**src/inc/rhc_reg_map.vh**
```
// register map, field positions and encodings of the reference/home/compare block
// Function
// every configuration field resets to zero, all options disabled.
// right switch going inactive latches actual position when enabled.
// right switch going active latches actual position when enabled.
// left switch also acts as home reference when enabled.
// right switch also acts as home reference when enabled.
// home mode 0 uses next encoder index pulse as home event.
// modes 2, 4, 6: high reference; home at rise, fall or middle.
// modes 9, 11, 13: low reference; home at middle, rise or fall.
// modes 3 and 12 treat the opposite level as negative-side region.
// armed home tracking stores home position, raises done event; clearing it disarms.
// zero-at-goal resets actual position at target and restarts the ramp.
// position wrap confines actual position to minus range .. range minus one.
// encoder wrap confines encoder position to minus range .. range minus one.
// goal pin source picks goal, speed, encoder fault or compare flag.
// compare source picks actual or encoder position.
// compare operand picks compare, home, latched or revolution count.
// stop polarity applied before edge detection; zero means active low.
// left switch going inactive latches actual position when enabled.
// reserved bits 26, 27, 30 ignored on write and read as zero.
// inputs synchronised first; one capture at most per qualifying edge.
`ifndef RHC_REG_MAP_VH
`define RHC_REG_MAP_VH
// ------------------------------------------------------------
// register indices (byte address = 4 x index)
// ------------------------------------------------------------
`define RHC_IDX_STATUS   6'h00
`define RHC_IDX_REFCONF  6'h01
`define RHC_IDX_ACTUAL   6'h02
`define RHC_IDX_TARGET   6'h03
`define RHC_IDX_RANGE    6'h04
`define RHC_IDX_COMPARE  6'h05
`define RHC_IDX_LATCHED  6'h06
`define RHC_IDX_HOME     6'h07
`define RHC_IDX_ENCPOS   6'h08
`define RHC_IDX_ENCLATCH 6'h09
// ------------------------------------------------------------
// reference_switch_config fields
// ------------------------------------------------------------
`define RHC_REFCONF_RST  32'h00000000
`define RHC_REFCONF_WMSK 32'hb3ffffff
`define RHC_B_POL_L      2
`define RHC_B_POL_R      3
`define RHC_B_LAT_INACT_L 10
`define RHC_B_LAT_ACT_L  11
`define RHC_B_LAT_INACT_R 12
`define RHC_B_LAT_ACT_R  13
`define RHC_B_L_HOME     14
`define RHC_B_R_HOME     15
`define RHC_F_HMODE_HI   19
`define RHC_F_HMODE_LO   16
`define RHC_B_HOME_ARM   20
`define RHC_B_ZERO_GOAL  21
`define RHC_B_POS_WRAP   22
`define RHC_F_GSEL_HI    24
`define RHC_F_GSEL_LO    23
`define RHC_B_CMP_SRC    25
`define RHC_F_CMPOP_HI   29
`define RHC_F_CMPOP_LO   28
`define RHC_B_ENC_WRAP   31
// ------------------------------------------------------------
// home event codes
// ------------------------------------------------------------
`define RHC_HM_INDEX     4'h0
`define RHC_HM_HI_RISE   4'h2
`define RHC_HM_HI_NEG    4'h3
`define RHC_HM_HI_FALL   4'h4
`define RHC_HM_HI_MID    4'h6
`define RHC_HM_LO_MID    4'h9
`define RHC_HM_LO_RISE   4'hb
`define RHC_HM_LO_NEG    4'hc
`define RHC_HM_LO_FALL   4'hd
// ------------------------------------------------------------
// status bits and bus answers
// ------------------------------------------------------------
`define RHC_S_DONE       0
`define RHC_S_GOAL       1
`define RHC_S_CMP        2
`define RHC_S_HOMEACT    3
`define RHC_RESP_OKAY    2'h0
`define RHC_RESP_SLVERR  2'h2
`endif

```
**src/core/rhc_sync.v**
```verilog
// two-flop synchroniser for a group of pin inputs
`timescale 1ns/1ps
module rhc_sync #(
    parameter WIDTH = 1
) (
    input  wire             clk_sys,
    input  wire             rst_n,
    input  wire [WIDTH-1:0] pin_in,
    output reg  [WIDTH-1:0] sync_out
);
    reg [WIDTH-1:0] meta_q;

    always @(posedge clk_sys) begin
        if (!rst_n) begin
            meta_q   <= {WIDTH{1'b0}};
            sync_out <= {WIDTH{1'b0}};
        end else begin
            meta_q   <= pin_in;
            sync_out <= meta_q;
        end
    end
endmodule // rhc_sync

```
**src/core/rhc_ref_switch.v**
```verilog
// reference switch, home tracking, wrap and position compare logic with axi4-lite registers
`timescale 1ns/1ps
`include "rhc_reg_map.vh"
module rhc_ref_switch #(
    parameter ADDR_W = 8
) (
    input  wire              clk_sys,
    input  wire              rst_n,
    input  wire [ADDR_W-1:0] s_axi_awaddr,
    input  wire              s_axi_awvalid,
    output reg               s_axi_awready,
    input  wire [31:0]       s_axi_wdata,
    input  wire [3:0]        s_axi_wstrb,
    input  wire              s_axi_wvalid,
    output reg               s_axi_wready,
    output reg  [1:0]        s_axi_bresp,
    output reg               s_axi_bvalid,
    input  wire              s_axi_bready,
    input  wire [ADDR_W-1:0] s_axi_araddr,
    input  wire              s_axi_arvalid,
    output reg               s_axi_arready,
    output reg  [31:0]       s_axi_rdata,
    output reg  [1:0]        s_axi_rresp,
    output reg               s_axi_rvalid,
    input  wire              s_axi_rready,
    input  wire              left_stop_input,
    input  wire              right_stop_input,
    input  wire              home_reference_input,
    input  wire              enc_a,
    input  wire              enc_b,
    input  wire              enc_n,
    input  wire              step_pulse,
    input  wire              step_dir,
    input  wire              positioning_mode,
    input  wire              speed_attained_flag,
    input  wire              encoder_fault_flag,
    input  wire [31:0]       revolution_count,
    output reg               goal_arrival_output,
    output reg               ramp_restart,
    output reg               compare_match_flag
);
    // ------------------------------------------------------------
    // pin synchronisation
    // ------------------------------------------------------------
    wire [5:0] pin_s;

    rhc_sync #(.WIDTH(6)) u_sync (
        .clk_sys  (clk_sys),
        .rst_n    (rst_n),
        .pin_in   ({enc_n, enc_b, enc_a, home_reference_input,
                    right_stop_input, left_stop_input}),
        .sync_out (pin_s)
    );

    reg  [31:0] cfg_q;
    reg  [31:0] actual_position_q;
    reg  [31:0] target_position_q;
    reg  [31:0] circular_range_q;
    reg  [31:0] compare_position_q;
    reg  [31:0] latched_position_q;
    reg  [31:0] home_position_q;
    reg  [31:0] encoder_position_q;
    reg  [31:0] encoder_latched_q;
    reg  [31:0] home_entry_q;
    reg         capture_done_q;
    reg  [5:0]  pin_prev_q;
    reg         stop_l_act_q;
    reg         stop_r_act_q;
    reg         home_act_q;

    // ------------------------------------------------------------
    // one step with optional circular wrap
    // ------------------------------------------------------------
    function [31:0] step_wrap;
        input [31:0] pos;
        input        up;
        input        wrap_en;
        input [31:0] range;
        reg   [31:0] nxt;
        begin
            nxt = up ? pos + 32'h00000001 : pos - 32'h00000001;
            step_wrap = nxt;
            if (wrap_en) begin
                if (up && (pos == range - 32'h00000001))
                    step_wrap = 32'h00000000 - range;
                else if (!up && (pos == 32'h00000000 - range))
                    step_wrap = range - 32'h00000001;
            end
        end
    endfunction

    function [31:0] byte_merge;
        input [31:0] old;
        input [31:0] data;
        input [3:0]  strb;
        integer      i;
        begin
            byte_merge = old;
            for (i = 0; i < 4; i = i + 1) begin
                if (strb[i])
                    byte_merge[i*8 +: 8] = data[i*8 +: 8];
            end
        end
    endfunction

    // ------------------------------------------------------------
    // switch polarity and edges
    // ------------------------------------------------------------
    wire stop_l_act = cfg_q[`RHC_B_POL_L] ? pin_s[0] : ~pin_s[0];
    wire stop_r_act = cfg_q[`RHC_B_POL_R] ? pin_s[1] : ~pin_s[1];
    wire l_went_act   = stop_l_act & ~stop_l_act_q;
    wire l_went_inact = ~stop_l_act & stop_l_act_q;
    wire r_went_act   = stop_r_act & ~stop_r_act_q;
    wire r_went_inact = ~stop_r_act & stop_r_act_q;

    // one capture per cycle even when several edges coincide
    wire stop_capture = (l_went_inact & cfg_q[`RHC_B_LAT_INACT_L])
                      | (l_went_act   & cfg_q[`RHC_B_LAT_ACT_L])
                      | (r_went_inact & cfg_q[`RHC_B_LAT_INACT_R])
                      | (r_went_act   & cfg_q[`RHC_B_LAT_ACT_R]);

    // ------------------------------------------------------------
    // home event decode
    // ------------------------------------------------------------
    wire [3:0] hmode = cfg_q[`RHC_F_HMODE_HI:`RHC_F_HMODE_LO];
    wire       ref_raw = pin_s[2]
                       | (cfg_q[`RHC_B_L_HOME] & stop_l_act)
                       | (cfg_q[`RHC_B_R_HOME] & stop_r_act);
    wire       hm_high = (hmode == `RHC_HM_HI_RISE) | (hmode == `RHC_HM_HI_NEG)
                       | (hmode == `RHC_HM_HI_FALL) | (hmode == `RHC_HM_HI_MID);
    wire       hm_low  = (hmode == `RHC_HM_LO_MID)  | (hmode == `RHC_HM_LO_RISE)
                       | (hmode == `RHC_HM_LO_NEG)  | (hmode == `RHC_HM_LO_FALL);
    // a home-flagged switch counts in its active sense
    wire       home_act = hm_low ? ~ref_raw : ref_raw;
    wire       h_enter  = home_act & ~home_act_q;
    wire       h_leave  = ~home_act & home_act_q;
    wire       index_ev = pin_s[5] & ~pin_prev_q[5];
    wire       hm_entry = (hmode == `RHC_HM_HI_RISE) | (hmode == `RHC_HM_LO_RISE)
                        | (hmode == `RHC_HM_HI_NEG)  | (hmode == `RHC_HM_LO_NEG);
    wire       hm_exit  = (hmode == `RHC_HM_HI_FALL) | (hmode == `RHC_HM_LO_FALL);
    wire       hm_mid   = (hmode == `RHC_HM_HI_MID)  | (hmode == `RHC_HM_LO_MID);
    reg        home_event;
    reg [31:0] home_value;
    wire [32:0] mid_sum = {home_entry_q[31], home_entry_q}
                        + {actual_position_q[31], actual_position_q};

    always @* begin
        home_event = 1'b0;
        home_value = actual_position_q;
        if (hmode == `RHC_HM_INDEX) begin
            home_event = index_ev;
        end else if (hm_entry) begin
            home_event = h_enter;
        end else if (hm_exit) begin
            home_event = h_leave;
        end else if (hm_mid) begin
            home_event = h_leave;
            home_value = mid_sum[32:1];
        end
    end

    // ------------------------------------------------------------
    // quadrature decode
    // ------------------------------------------------------------
    wire enc_step = pin_s[3] ^ pin_prev_q[3] ^ pin_s[4] ^ pin_prev_q[4];
    wire enc_up   = pin_s[3] ^ pin_prev_q[4];

    // ------------------------------------------------------------
    // axi4-lite handshakes
    // ------------------------------------------------------------
    reg  [ADDR_W-1:0] awaddr_q;
    reg  [31:0]       wdata_q;
    reg  [3:0]        wstrb_q;
    reg               aw_hold_q;
    reg               w_hold_q;
    wire              wr_fire = aw_hold_q & w_hold_q & ~s_axi_bvalid;
    wire              aw_hold_d = (aw_hold_q & ~wr_fire) | (s_axi_awvalid & s_axi_awready);
    wire              w_hold_d  = (w_hold_q & ~wr_fire) | (s_axi_wvalid & s_axi_wready);
    wire              bvalid_d  = wr_fire | (s_axi_bvalid & ~s_axi_bready);
    wire              rd_fire   = s_axi_arvalid & s_axi_arready;
    wire              rvalid_d  = rd_fire | (s_axi_rvalid & ~s_axi_rready);
    wire [5:0]        wr_idx = awaddr_q[7:2];
    wire [5:0]        rd_idx = s_axi_araddr[7:2];
    wire              wr_mapped = (wr_idx <= `RHC_IDX_ENCLATCH);
    wire              rd_mapped = (rd_idx <= `RHC_IDX_ENCLATCH);

    always @(posedge clk_sys) begin
        if (!rst_n) begin
            aw_hold_q     <= 1'b0;
            w_hold_q      <= 1'b0;
            awaddr_q      <= {ADDR_W{1'b0}};
            wdata_q       <= 32'h00000000;
            wstrb_q       <= 4'h0;
            s_axi_awready <= 1'b0;
            s_axi_wready  <= 1'b0;
            s_axi_bvalid  <= 1'b0;
            s_axi_bresp   <= `RHC_RESP_OKAY;
            s_axi_arready <= 1'b0;
            s_axi_rvalid  <= 1'b0;
            s_axi_rresp   <= `RHC_RESP_OKAY;
        end else begin
            aw_hold_q     <= aw_hold_d;
            w_hold_q      <= w_hold_d;
            s_axi_awready <= ~aw_hold_d & ~bvalid_d;
            s_axi_wready  <= ~w_hold_d & ~bvalid_d;
            s_axi_bvalid  <= bvalid_d;
            s_axi_arready <= ~rvalid_d;
            s_axi_rvalid  <= rvalid_d;
            if (s_axi_awvalid && s_axi_awready)
                awaddr_q <= s_axi_awaddr;
            if (s_axi_wvalid && s_axi_wready) begin
                wdata_q <= s_axi_wdata;
                wstrb_q <= s_axi_wstrb;
            end
            if (wr_fire)
                s_axi_bresp <= wr_mapped ? `RHC_RESP_OKAY : `RHC_RESP_SLVERR;
            if (rd_fire)
                s_axi_rresp <= rd_mapped ? `RHC_RESP_OKAY : `RHC_RESP_SLVERR;
        end
    end

    // ------------------------------------------------------------
    // read data
    // ------------------------------------------------------------
    wire [31:0] status_word = {28'h0000000, home_act_q, compare_match_flag,
                               goal_flag, capture_done_q};
    reg  [31:0] rd_word;

    always @* begin
        case (rd_idx)
            `RHC_IDX_STATUS:   rd_word = status_word;
            `RHC_IDX_REFCONF:  rd_word = cfg_q & `RHC_REFCONF_WMSK;
            `RHC_IDX_ACTUAL:   rd_word = actual_position_q;
            `RHC_IDX_TARGET:   rd_word = target_position_q;
            `RHC_IDX_RANGE:    rd_word = circular_range_q;
            `RHC_IDX_COMPARE:  rd_word = compare_position_q;
            `RHC_IDX_LATCHED:  rd_word = latched_position_q;
            `RHC_IDX_HOME:     rd_word = home_position_q;
            `RHC_IDX_ENCPOS:   rd_word = encoder_position_q;
            `RHC_IDX_ENCLATCH: rd_word = encoder_latched_q;
            default:           rd_word = 32'h00000000;
        endcase
    end

    always @(posedge clk_sys) begin
        if (!rst_n)
            s_axi_rdata <= 32'h00000000;
        else if (rd_fire)
            s_axi_rdata <= rd_word;
    end

    // ------------------------------------------------------------
    // configuration, positions and events
    // ------------------------------------------------------------
    wire        wr_cfg   = wr_fire & (wr_idx == `RHC_IDX_REFCONF);
    wire        wr_stat  = wr_fire & (wr_idx == `RHC_IDX_STATUS);
    wire        wr_act   = wr_fire & (wr_idx == `RHC_IDX_ACTUAL);
    wire [31:0] wmerged  = byte_merge(32'h00000000, wdata_q, wstrb_q);
    // set wins over a same-cycle clear
    wire        done_set = cfg_q[`RHC_B_HOME_ARM] & home_event;
    wire        done_clr = wr_stat & wmerged[`RHC_S_DONE] & capture_done_q;
    wire        goal_flag = positioning_mode & (actual_position_q == target_position_q);
    wire        zero_now  = goal_flag & cfg_q[`RHC_B_ZERO_GOAL] & ~wr_act;
    wire [31:0] cfg_new   = byte_merge(cfg_q, wdata_q, wstrb_q) & `RHC_REFCONF_WMSK;

    always @(posedge clk_sys) begin
        if (!rst_n) begin
            cfg_q          <= `RHC_REFCONF_RST;
            capture_done_q <= 1'b0;
        end else begin
            if (wr_cfg)
                cfg_q <= cfg_new;
            // disarm only when the pending event is cleared and no new one lands
            if (done_clr && !done_set && !(wr_cfg && cfg_new[`RHC_B_HOME_ARM]))
                cfg_q[`RHC_B_HOME_ARM] <= 1'b0;
            if (done_set)
                capture_done_q <= 1'b1;
            else if (done_clr)
                capture_done_q <= 1'b0;
        end
    end

    always @(posedge clk_sys) begin
        if (!rst_n) begin
            actual_position_q  <= 32'h00000000;
            target_position_q  <= 32'h00000000;
            circular_range_q   <= 32'h00000000;
            compare_position_q <= 32'h00000000;
            ramp_restart       <= 1'b0;
        end else begin
            ramp_restart <= zero_now;
            if (wr_act)
                actual_position_q <= byte_merge(actual_position_q, wdata_q, wstrb_q);
            else if (zero_now)
                actual_position_q <= 32'h00000000;
            else if (step_pulse)
                actual_position_q <= step_wrap(actual_position_q, step_dir,
                                               cfg_q[`RHC_B_POS_WRAP],
                                               circular_range_q);
            if (wr_fire && wr_idx == `RHC_IDX_TARGET)
                target_position_q <= byte_merge(target_position_q, wdata_q, wstrb_q);
            if (wr_fire && wr_idx == `RHC_IDX_RANGE)
                circular_range_q <= byte_merge(circular_range_q, wdata_q, wstrb_q);
            if (wr_fire && wr_idx == `RHC_IDX_COMPARE)
                compare_position_q <= byte_merge(compare_position_q, wdata_q, wstrb_q);
        end
    end

    always @(posedge clk_sys) begin
        if (!rst_n) begin
            encoder_position_q <= 32'h00000000;
            latched_position_q <= 32'h00000000;
            encoder_latched_q  <= 32'h00000000;
            home_position_q    <= 32'h00000000;
            home_entry_q       <= 32'h00000000;
            pin_prev_q         <= 6'h00;
            stop_l_act_q       <= 1'b0;
            stop_r_act_q       <= 1'b0;
            home_act_q         <= 1'b0;
        end else begin
            pin_prev_q   <= pin_s;
            stop_l_act_q <= stop_l_act;
            stop_r_act_q <= stop_r_act;
            home_act_q   <= home_act;
            if (enc_step)
                encoder_position_q <= step_wrap(encoder_position_q, enc_up,
                                                cfg_q[`RHC_B_ENC_WRAP],
                                                circular_range_q);
            if (stop_capture) begin
                latched_position_q <= actual_position_q;
                encoder_latched_q  <= encoder_position_q;
            end
            if (h_enter)
                home_entry_q <= actual_position_q;
            if (done_set)
                home_position_q <= home_value;
        end
    end

    // ------------------------------------------------------------
    // compare and goal output
    // ------------------------------------------------------------
    wire [31:0] cmp_src = cfg_q[`RHC_B_CMP_SRC] ? encoder_position_q
                                                : actual_position_q;
    reg  [31:0] cmp_op;
    reg         goal_sel;

    always @* begin
        case (cfg_q[`RHC_F_CMPOP_HI:`RHC_F_CMPOP_LO])
            2'h0:    cmp_op = compare_position_q;
            2'h1:    cmp_op = home_position_q;
            2'h2:    cmp_op = cfg_q[`RHC_B_CMP_SRC] ? encoder_latched_q
                                                    : latched_position_q;
            default: cmp_op = revolution_count;
        endcase
        case (cfg_q[`RHC_F_GSEL_HI:`RHC_F_GSEL_LO])
            2'h0:    goal_sel = goal_flag;
            2'h1:    goal_sel = speed_attained_flag;
            2'h2:    goal_sel = encoder_fault_flag;
            default: goal_sel = compare_match_flag;
        endcase
    end

    // goal pin lags its source one clock; a compare source lags two
    always @(posedge clk_sys) begin
        if (!rst_n) begin
            compare_match_flag  <= 1'b0;
            goal_arrival_output <= 1'b0;
        end else begin
            compare_match_flag  <= (cmp_src == cmp_op);
            goal_arrival_output <= goal_sel;
        end
    end
endmodule // rhc_ref_switch

```
**config.mk**
```make
export PLATFORM = sky130hd
export DESIGN_NAME = rhc_ref_switch
export DESIGN_NICKNAME = d
export VERILOG_FILES = /design/src/core/rhc_sync.v /design/src/core/rhc_ref_switch.v
export VERILOG_INCLUDE_DIRS = /design/src /design/src/inc
export SDC_FILE = /design/constraint.sdc
export NUM_CORES = 2
export LEC_CHECK = 0
export BUFFER_PORTS_ARGS = -buffer_cell sky130_fd_sc_hd__buf_2
export CORE_MARGIN = 5
export CORE_UTILIZATION = 50
export CTS_CLUSTER_DIAMETER = 100
export DETAILED_ROUTE_END_ITERATION = 8
export GPL_TIMING_DRIVEN = 1
export HOLD_SLACK_MARGIN = 0.08
export MAX_ROUTING_LAYER = met4
export PLACE_DENSITY = 0.74
export SLEW_MARGIN = 40
export SYNTH_ARGS = -nofsm -noshare
export SYNTH_HDL_FRONTEND = slang
export SYNTH_HIERARCHICAL = 1
export SYNTH_SLANG_ARGS = --single-unit
```
**constraint.sdc**
```tcl
create_clock -name clk_sys -period 7.4 [get_ports clk_sys]
set_input_delay 0 -clock clk_sys [delete_from_list [all_inputs] [get_ports clk_sys]]
set_output_delay 0 -clock clk_sys [all_outputs]
set_load 0.01 [all_outputs]
```
; ---- Yosys cells after proc, flatten, opt, wreduce, memory -nomap -nowiden
; Index checks and enable logic that the tools add are counted.
[classes]
add_sub_neg = 7
order_cmp = 2
n_eq_ne = 36
n_mux = 37
bitwise_logic = 74
n_reduce_logical = 44
[op_table]
columns = op, count
row1 = 32-bit 2-to-1 mux, 17
row2 = 32-bit one-hot mux with 10 select lines, 1
row3 = 32-bit equality test, 6
row4 = 32-bit one-hot mux with 3 select lines, 1
row5 = "32-bit by 1-bit subtractor with 32-bit output, second input constant", 3
row6 = "32-bit by 1-bit adder with 32-bit output, second input constant", 2
row7 = 2-bit AND reduction, 20
row8 = "6-bit by 3-bit equality test with 1-bit output, second input constant", 6
row9 = 32-bit by 32-bit adder with 33-bit output, 1
row10 = 1-bit bitwise AND, 33
row11 = 8-bit 2-to-1 mux, 4
row12 = "1-bit by 32-bit subtractor with 32-bit output, first input constant", 1
row13 = "6-bit by 2-bit equality test with 1-bit output, second input constant", 4
row14 = 1-bit NOT, 20
row15 = 1-bit bitwise OR, 17
row16 = "4-bit equality test, second input constant", 4
row17 = "6-bit by 1-bit equality test with 1-bit output, second input constant", 2
row18 = "6-bit by 4-bit equality test with 1-bit output, second input constant", 2
row19 = "6-bit by 4-bit less-or-equal comparator with 1-bit output, second input constant", 2
row20 = 1-bit logical AND, 12
row21 = 6-bit zero test, 2
row22 = 1-bit 2-to-1 mux, 10
row23 = "4-bit by 2-bit equality test with 1-bit output, second input constant", 2
row24 = "4-bit by 3-bit equality test with 1-bit output, second input constant", 2
row25 = 13 further kinds, 26
[totals]
register_bits = 429
wordCells = 249

; ---- Logic depth before layout (Yosys ltp)
[logic_depth]
ltp_word = 18
ltp_mapped = 16
mapped_depth_nobuf = 13

; ---- By module
; The synthesis kept the hierarchy.
[by_module_without_submodules]
columns = module, n_inst, cells_each, area_per_inst_um2
row1 = rhc_ref_switch, 1, 3526, 28736.3
row2 = rhc_sync, 1, 25, 336.6

; ---- Worst setup path before layout
; OpenSTA, ideal clock, no wires.
[synth_path]
path_type = reg2reg
startpoint = register pin_prev_q[4]
endpoint = register encoder_position_q[31]
setup_ps = 130
arrival_time_ps = 4819
required_ps = 7270
path_slack_ps = 2451
path_stages_with_launch = 13
path_buffers = 0
cell_sequence = dfxtp_1 xnor2_1 ha_1 a211oi_1 o21ai_0 a21o_1 a211o_1 a221oi_1 o21ai_0 a41oi_1 mux2i_1 a2111oi_0 nor3_1
[synth_via]
elab_chain_cells = 6
word_cells_on_any_way = 9
classes_between = mux (4) / bitwise (2) / reduce/logical (3)
[synth_rtl]
columns = element, line
row1 = "start, declared", rhc_ref_switch.v:66  ; reg [5:0] pin_prev_q;
row2 = "start signal, assigned", rhc_ref_switch.v:321  ; pin_prev_q <= pin_s;
row3 = 1-bit XOR, rhc_ref_switch.v:166  ; wire enc_up = pin_s[3] ^ pin_prev_q[4];
row4 = 1-bit zero test, rhc_ref_switch.v:86  ; else if (!up && (pos == 32'h00000000 - range))
row5 = 1-bit logical AND, rhc_ref_switch.v:86
row6 = 32-bit 2-to-1 mux, rhc_ref_switch.v:86
row7 = 32-bit 2-to-1 mux, rhc_ref_switch.v:84  ; if (up && (pos == range - 32'h00000001))
row8 = 32-bit 2-to-1 mux, rhc_ref_switch.v:83  ; if (wrap_en) begin
row9 = "end signal, assigned", rhc_ref_switch.v:326  ; encoder_position_q <= step_wrap(encoder_position_q, enc_up,
row10 = "end, declared", rhc_ref_switch.v:62  ; reg [31:0] encoder_position_q;
; Several ways; a longest one is shown, not always the timed one.
; A chain may end at the register's enable or synchronous reset.

; ---- Worst setup path in the final report
[layout_path]
startpoint = register circular_range_q[0]
endpoint = register actual_position_q[3]
[layout_via]
elab_chain_cells = 9
word_cells_on_any_way = 12
classes_between = add/sub (2) / eq/ne (2) / mux (6) / reduce/logical (2)
[layout_rtl]
columns = element, line
row1 = "start, declared", rhc_ref_switch.v:58  ; reg [31:0] circular_range_q;
row2 = "start signal, assigned", rhc_ref_switch.v:303  ; circular_range_q <= byte_merge(circular_range_q, wdata_q, wstrb_q);
row3 = 1-bit by 32-bit subtractor with 32-bit output, "rhc_ref_switch.v:85, rhc_ref_switch.v:86"
row4 = 32-bit equality test, rhc_ref_switch.v:86
row5 = 1-bit logical AND, rhc_ref_switch.v:86
row6 = 32-bit 2-to-1 mux, rhc_ref_switch.v:86
row7 = 32-bit 2-to-1 mux (*), rhc_ref_switch.v:84
row8 = 32-bit 2-to-1 mux (*), rhc_ref_switch.v:83
row9 = 32-bit 2-to-1 mux (*), rhc_ref_switch.v:296  ; else if (step_pulse)
row10 = 32-bit 2-to-1 mux (*), rhc_ref_switch.v:294  ; else if (zero_now)
row11 = 32-bit 2-to-1 mux (*), rhc_ref_switch.v:292  ; if (wr_act)
row12 = "end signal, assigned", rhc_ref_switch.v:293  ; actual_position_q <= byte_merge(actual_position_q, wdata_q, wstrb_q);
row13 = "end signal, assigned", rhc_ref_switch.v:297  ; actual_position_q <= step_wrap(actual_position_q, step_dir,
row14 = "end, declared", rhc_ref_switch.v:56  ; reg [31:0] actual_position_q;
; Every way passes the cells marked *; elsewhere a longest branch is shown, timed or not. The select of a mux whose other input is x is not followed.

==> summary.txt <==
Logic synthesis
  – Syn Std Cell Area: 29100 sq um
  – Syn. warnings: 6
  – Synth top area share: 0.291
  – Synth Register Bits: 422
  – Async S/R FF share, synth: 0
  – EDFF count, synth: 0
  – Post-synthesis cell count: 3551
  – Synth top area cells: dfxtp_1, mux2i_1, a21oi_1
  – Ys flop type: dfxtp_1
  – Syn Area/Cell: 8.19 sq um
  – Leading area contributor after synthesis: dfxtp_1
  – Seq/Total Area, Yosys: 0.291
  – Yosys cell types: 95

Timing
  – Worst slew margin: 0.352
  – Final Hold Vio Count: 0
  – Fraction of the cycle the final worst path needs: 0.699
  – Fin. max-slew vios: 0
  – Setup TNS: 0 ps
  – Clk_skew: 24.0 ps
  – Setup Viol. Count Final: 0
  – RSZ-0062 raised after global routing: no
  – Worst-Margin Slew: 969 ps
  – Min cycle time layout: 5170 ps
  – Fmax: 193 MHz

Placed design
  – Cells after DPL: 4258
  – Port bufs: 139
  – Post-detail-place hpwl: 85900 um
  – Final Wtd Congestion: 1.05

Pwr
  – Sequential Power Share: 0.364
  – Pwr Total: 7.12 mW
  – P_sw: 2.46 mW
  – Internal Power: 4.66 mW
  – Clk pwr share: 0.351
  – Sw Share: 0.346
  – PD cells: 214 nW/um^2
  – Pleak: 13.4 nW
  – Combinational Power Share: 0.284
  – Worst ir drop on vdd: 0.200 mV

Critical path
  – Setup CP Type: flop to flop
  – Worst EP arrival: 5590 ps
  – FF-to-FF End: actual_position_q[3]$_SDFFE_PN0P_
  – Req. time, crit path: 7820 ps
  – R2R setup slack: 2230 ps
  – Worst-path fanout max: 24
  – Type of origin of the critical path: flop
  – Reg-to-reg critical path startpoint: circular_range_q[0]$_SDFFE_PN0P_
  – CP endpoint kind: flop
  – Path depth of the worst reg2reg path: 12

Worst hold path
  – Hold wc startpoint: step_pulse
  – Worst hold path type: input port to flop
  – WHS Endpoint: actual_position_q[26]$_SDFFE_PN0P_
  – Hold Path Depth: 4

Routing
  – Routed Antenna Nets: 0
  – DRC Markers: 4
  – Post-Route WL: 119000 um
  – Detailed-route wire length per cell: 26.6 um
  – First-iteration detailed-routing DRC count: 5023
  – Vias: 29900
  – Vias per cell: 6.71
  – Drt first pass iters: 9

GRT
  – Initial antenna violation count: 3
  – Global route overflow: 0
  – Pin count of the biggest net entering global routing: 202
  – Gr usage total: 0.365
  – Number of global-route vias before repair: 27200
  – First-pass GRT wire length: 173000 um

Clock tree
  – CTS Buf Count: 47
  – PostCTS Resize Cnt: 0
  – Num Clock Sinks: 422
  – CTS tree: done
  – Clock network latency to the later pin of the worst-skew pair: 610 ps
  – Cts hold-fix bufs: 112
  – Post-CTS Setup Inserts: 0
  – Root Driver: clkbuf_16
  – Max Buffers Root-to-Sink: 3
  – H-tree Lvls: 2
  – Worst-path clk slew: 70 ps

Job
  – Maxcap violations: 0

Die
  – Die Span Y: 251 um
  – Die width: 251 um
  – Num rows: 88
  – Io pins: 146
  – Total die area: 63100 sq um
  – Initial Util: 0.504
  – Core area: 57700 sq um

Cells and area
  – Fin nets: 3854
  – Layout cells sized above 1: 0.130
  – Filler cells: 5156
  – Finished Layout Cells: 4462
  – Area Growth Syn to Fin: 14.5%

Run status
  – Failing checks: DRC
  – Status: complete, but fails checks
-- worst max-delay path by stage --
stage,end,from,depth (start not counted),slack [ps]
after floorplan,encoder_position_q[31]$_SDFFE_PN0P_,pin_prev_q[4]$_SDFF_PN0_,12,2450
after global placement,actual_position_q[30]$_SDFFE_PN0P_,circular_range_q[0]$_SDFFE_PN0P_,12,2280
after detailed placement,encoder_position_q[22]$_SDFFE_PN0P_,circular_range_q[0]$_SDFFE_PN0P_,12,2350
after CTS,encoder_position_q[22]$_SDFFE_PN0P_,circular_range_q[0]$_SDFFE_PN0P_,12,2340
after global routing,actual_position_q[3]$_SDFFE_PN0P_,circular_range_q[0]$_SDFFE_PN0P_,12,2020
final,actual_position_q[3]$_SDFFE_PN0P_,circular_range_q[0]$_SDFFE_PN0P_,12,2230
-- power by group through the flow --
stage	registers, mW	logic [mW]	clock network, mW
finish	2.60	2.02	2.50
global route	2.58	2.17	2.58
CTS	2.57	1.95	2.49
global placement	2.62	1.88	0
floorplan	2.49	1.40	0
detailed placement	2.62	1.89	0
-- metrics by stage --
step,hold WS [ps],instance area [sq um],setup WS (ps),utilization
3_5_place_dp,224,30500,2350,0.529
5_1_grt,185,33300,2020,0.577
2_1_floorplan,127,29100,2450,-
4_1_cts,121,33200,2340,0.576
6_report,170,33300,2230,0.577
3_3_place_gp,219,30400,2280,0.527
-- final cells by class --
type	count	area, sq um	area share
Sequential cell	422	8450	0.254
Clock buffer	69	1370	0.0412
Timing Repair Buffer	337	2500	0.0752
Tap cell	765	957	0.0288
Clock inverter	16	229	0.00688
Antenna cell	4	10.0	0.000301
Inverter	37	146	0.00440
Multi-Input combinational cell	2812	19600	0.589
-- metal layers --
metal | vias to the layer above | track usage | routed length, um
met5 | - | - | 0
met4 | 0 | 0.201 | 8280
met3 | 451 | 0.103 | 17100
met2 | 2134 | 0.506 | 48000
met1 | 14100 | 0.479 | 45500
li1 | 13300 | - | -
-- synth_stat cells (9+ instances only) --
| cell | count |
|---|---|
| nand2_1 | 434 |
| dfxtp_1 | 422 |
| a21oi_1 | 357 |
| nor2_1 | 269 |
| clkbuf_1 | 238 |
| mux2i_1 | 184 |
| nand3_1 | 164 |
| o21ai_0 | 145 |
| xnor2_1 | 107 |
| ha_1 | 92 |
| xor2_1 | 89 |
| nor3_1 | 78 |
| a22oi_1 | 67 |
| mux2_2 | 56 |
| a21o_1 | 54 |
| xnor3_1 | 43 |
| nor4_1 | 42 |
| mux4_2 | 40 |
| a31oi_1 | 39 |
| a221oi_1 | 37 |
| inv_1 | 36 |
| nand4_1 | 36 |
| and3_1 | 35 |
| a211oi_1 | 33 |
| o211ai_1 | 31 |
| and2_1 | 30 |
| buf_1 | 30 |
| nand2b_1 | 28 |
| nor2b_1 | 23 |
| or3_1 | 21 |
| a222oi_1 | 17 |
| or4_1 | 15 |
| a311oi_1 | 14 |
| o31ai_1 | 13 |
| nor3b_1 | 12 |
| a41oi_1 | 11 |
| o21a_1 | 10 |
| or2_2 | 10 |
| a211o_1 | 9 |
-- placed cells by master, fill, tap and decap left out, types with 22 or more instances in the layout --
master	n
buf_4	81
nor3_1	74
ha_1	92
xor2_1	85
nand2b_1	27
buf_2	139
nor2b_1	22
dlygate4sd3_1	112
a221oi_1	37
and3_1	35
nand4_1	36
mux4_2	40
o211ai_1	31
mux2i_1	184
a21oi_1	357
a31oi_1	39
dfxtp_1	419
nor2_1	267
mux2_2	56
a22oi_1	67
o21ai_0	145
xnor2_1	98
and2_1	31
nor4_1	41
nand3_1	164
inv_1	36
xnor3_1	43
nand2_1	433
clkbuf_16	48
a211oi_1	33
a21o_1	54
-- registers in the layout, summed over array words and instances, names as in the netlist, 3 cells and up --
| register | flops |
|---|---|
| s_axi_rdata | 32 |
| wdata_q | 32 |
| awaddr_q | 6 |
| home_position_q | 32 |
| cfg_q | 29 |
| target_position_q | 32 |
| latched_position_q | 32 |
| u_sync/meta_q | 6 |
| actual_position_q | 32 |
| compare_position_q | 32 |
| pin_prev_q | 3 |
| wstrb_q | 4 |
| home_entry_q | 32 |
| circular_range_q | 32 |
| encoder_latched_q | 32 |
| encoder_position_q | 32 |
| u_sync/sync_out | 6 |
-- cells by family after synthesis --
logic type,share of synthesized area
AND/OR/NAND/NOR,0.209
AO/OA/AOI/OAI,0.206
flip-flops,0.291
buffers and inverters,0.0426
multiplexers,0.116
XOR/XNOR,0.0948
adder cells (fa/ha/maj),0.0417
other,0.000129
-- worst max-delay path: stages, from the launching register on --
cell      delay [ps]
dfxtp_1          460
inv_1            210
ha_1             350
nor3b_2          560
nand4_1          400
nor4_2           530
xnor3_1          360
nand4b_1         160
nor4_1           370
and4_2           630
nand2_1          420
o211ai_1         330
a41oi_1          190
(Power assumes the default switching activity.)
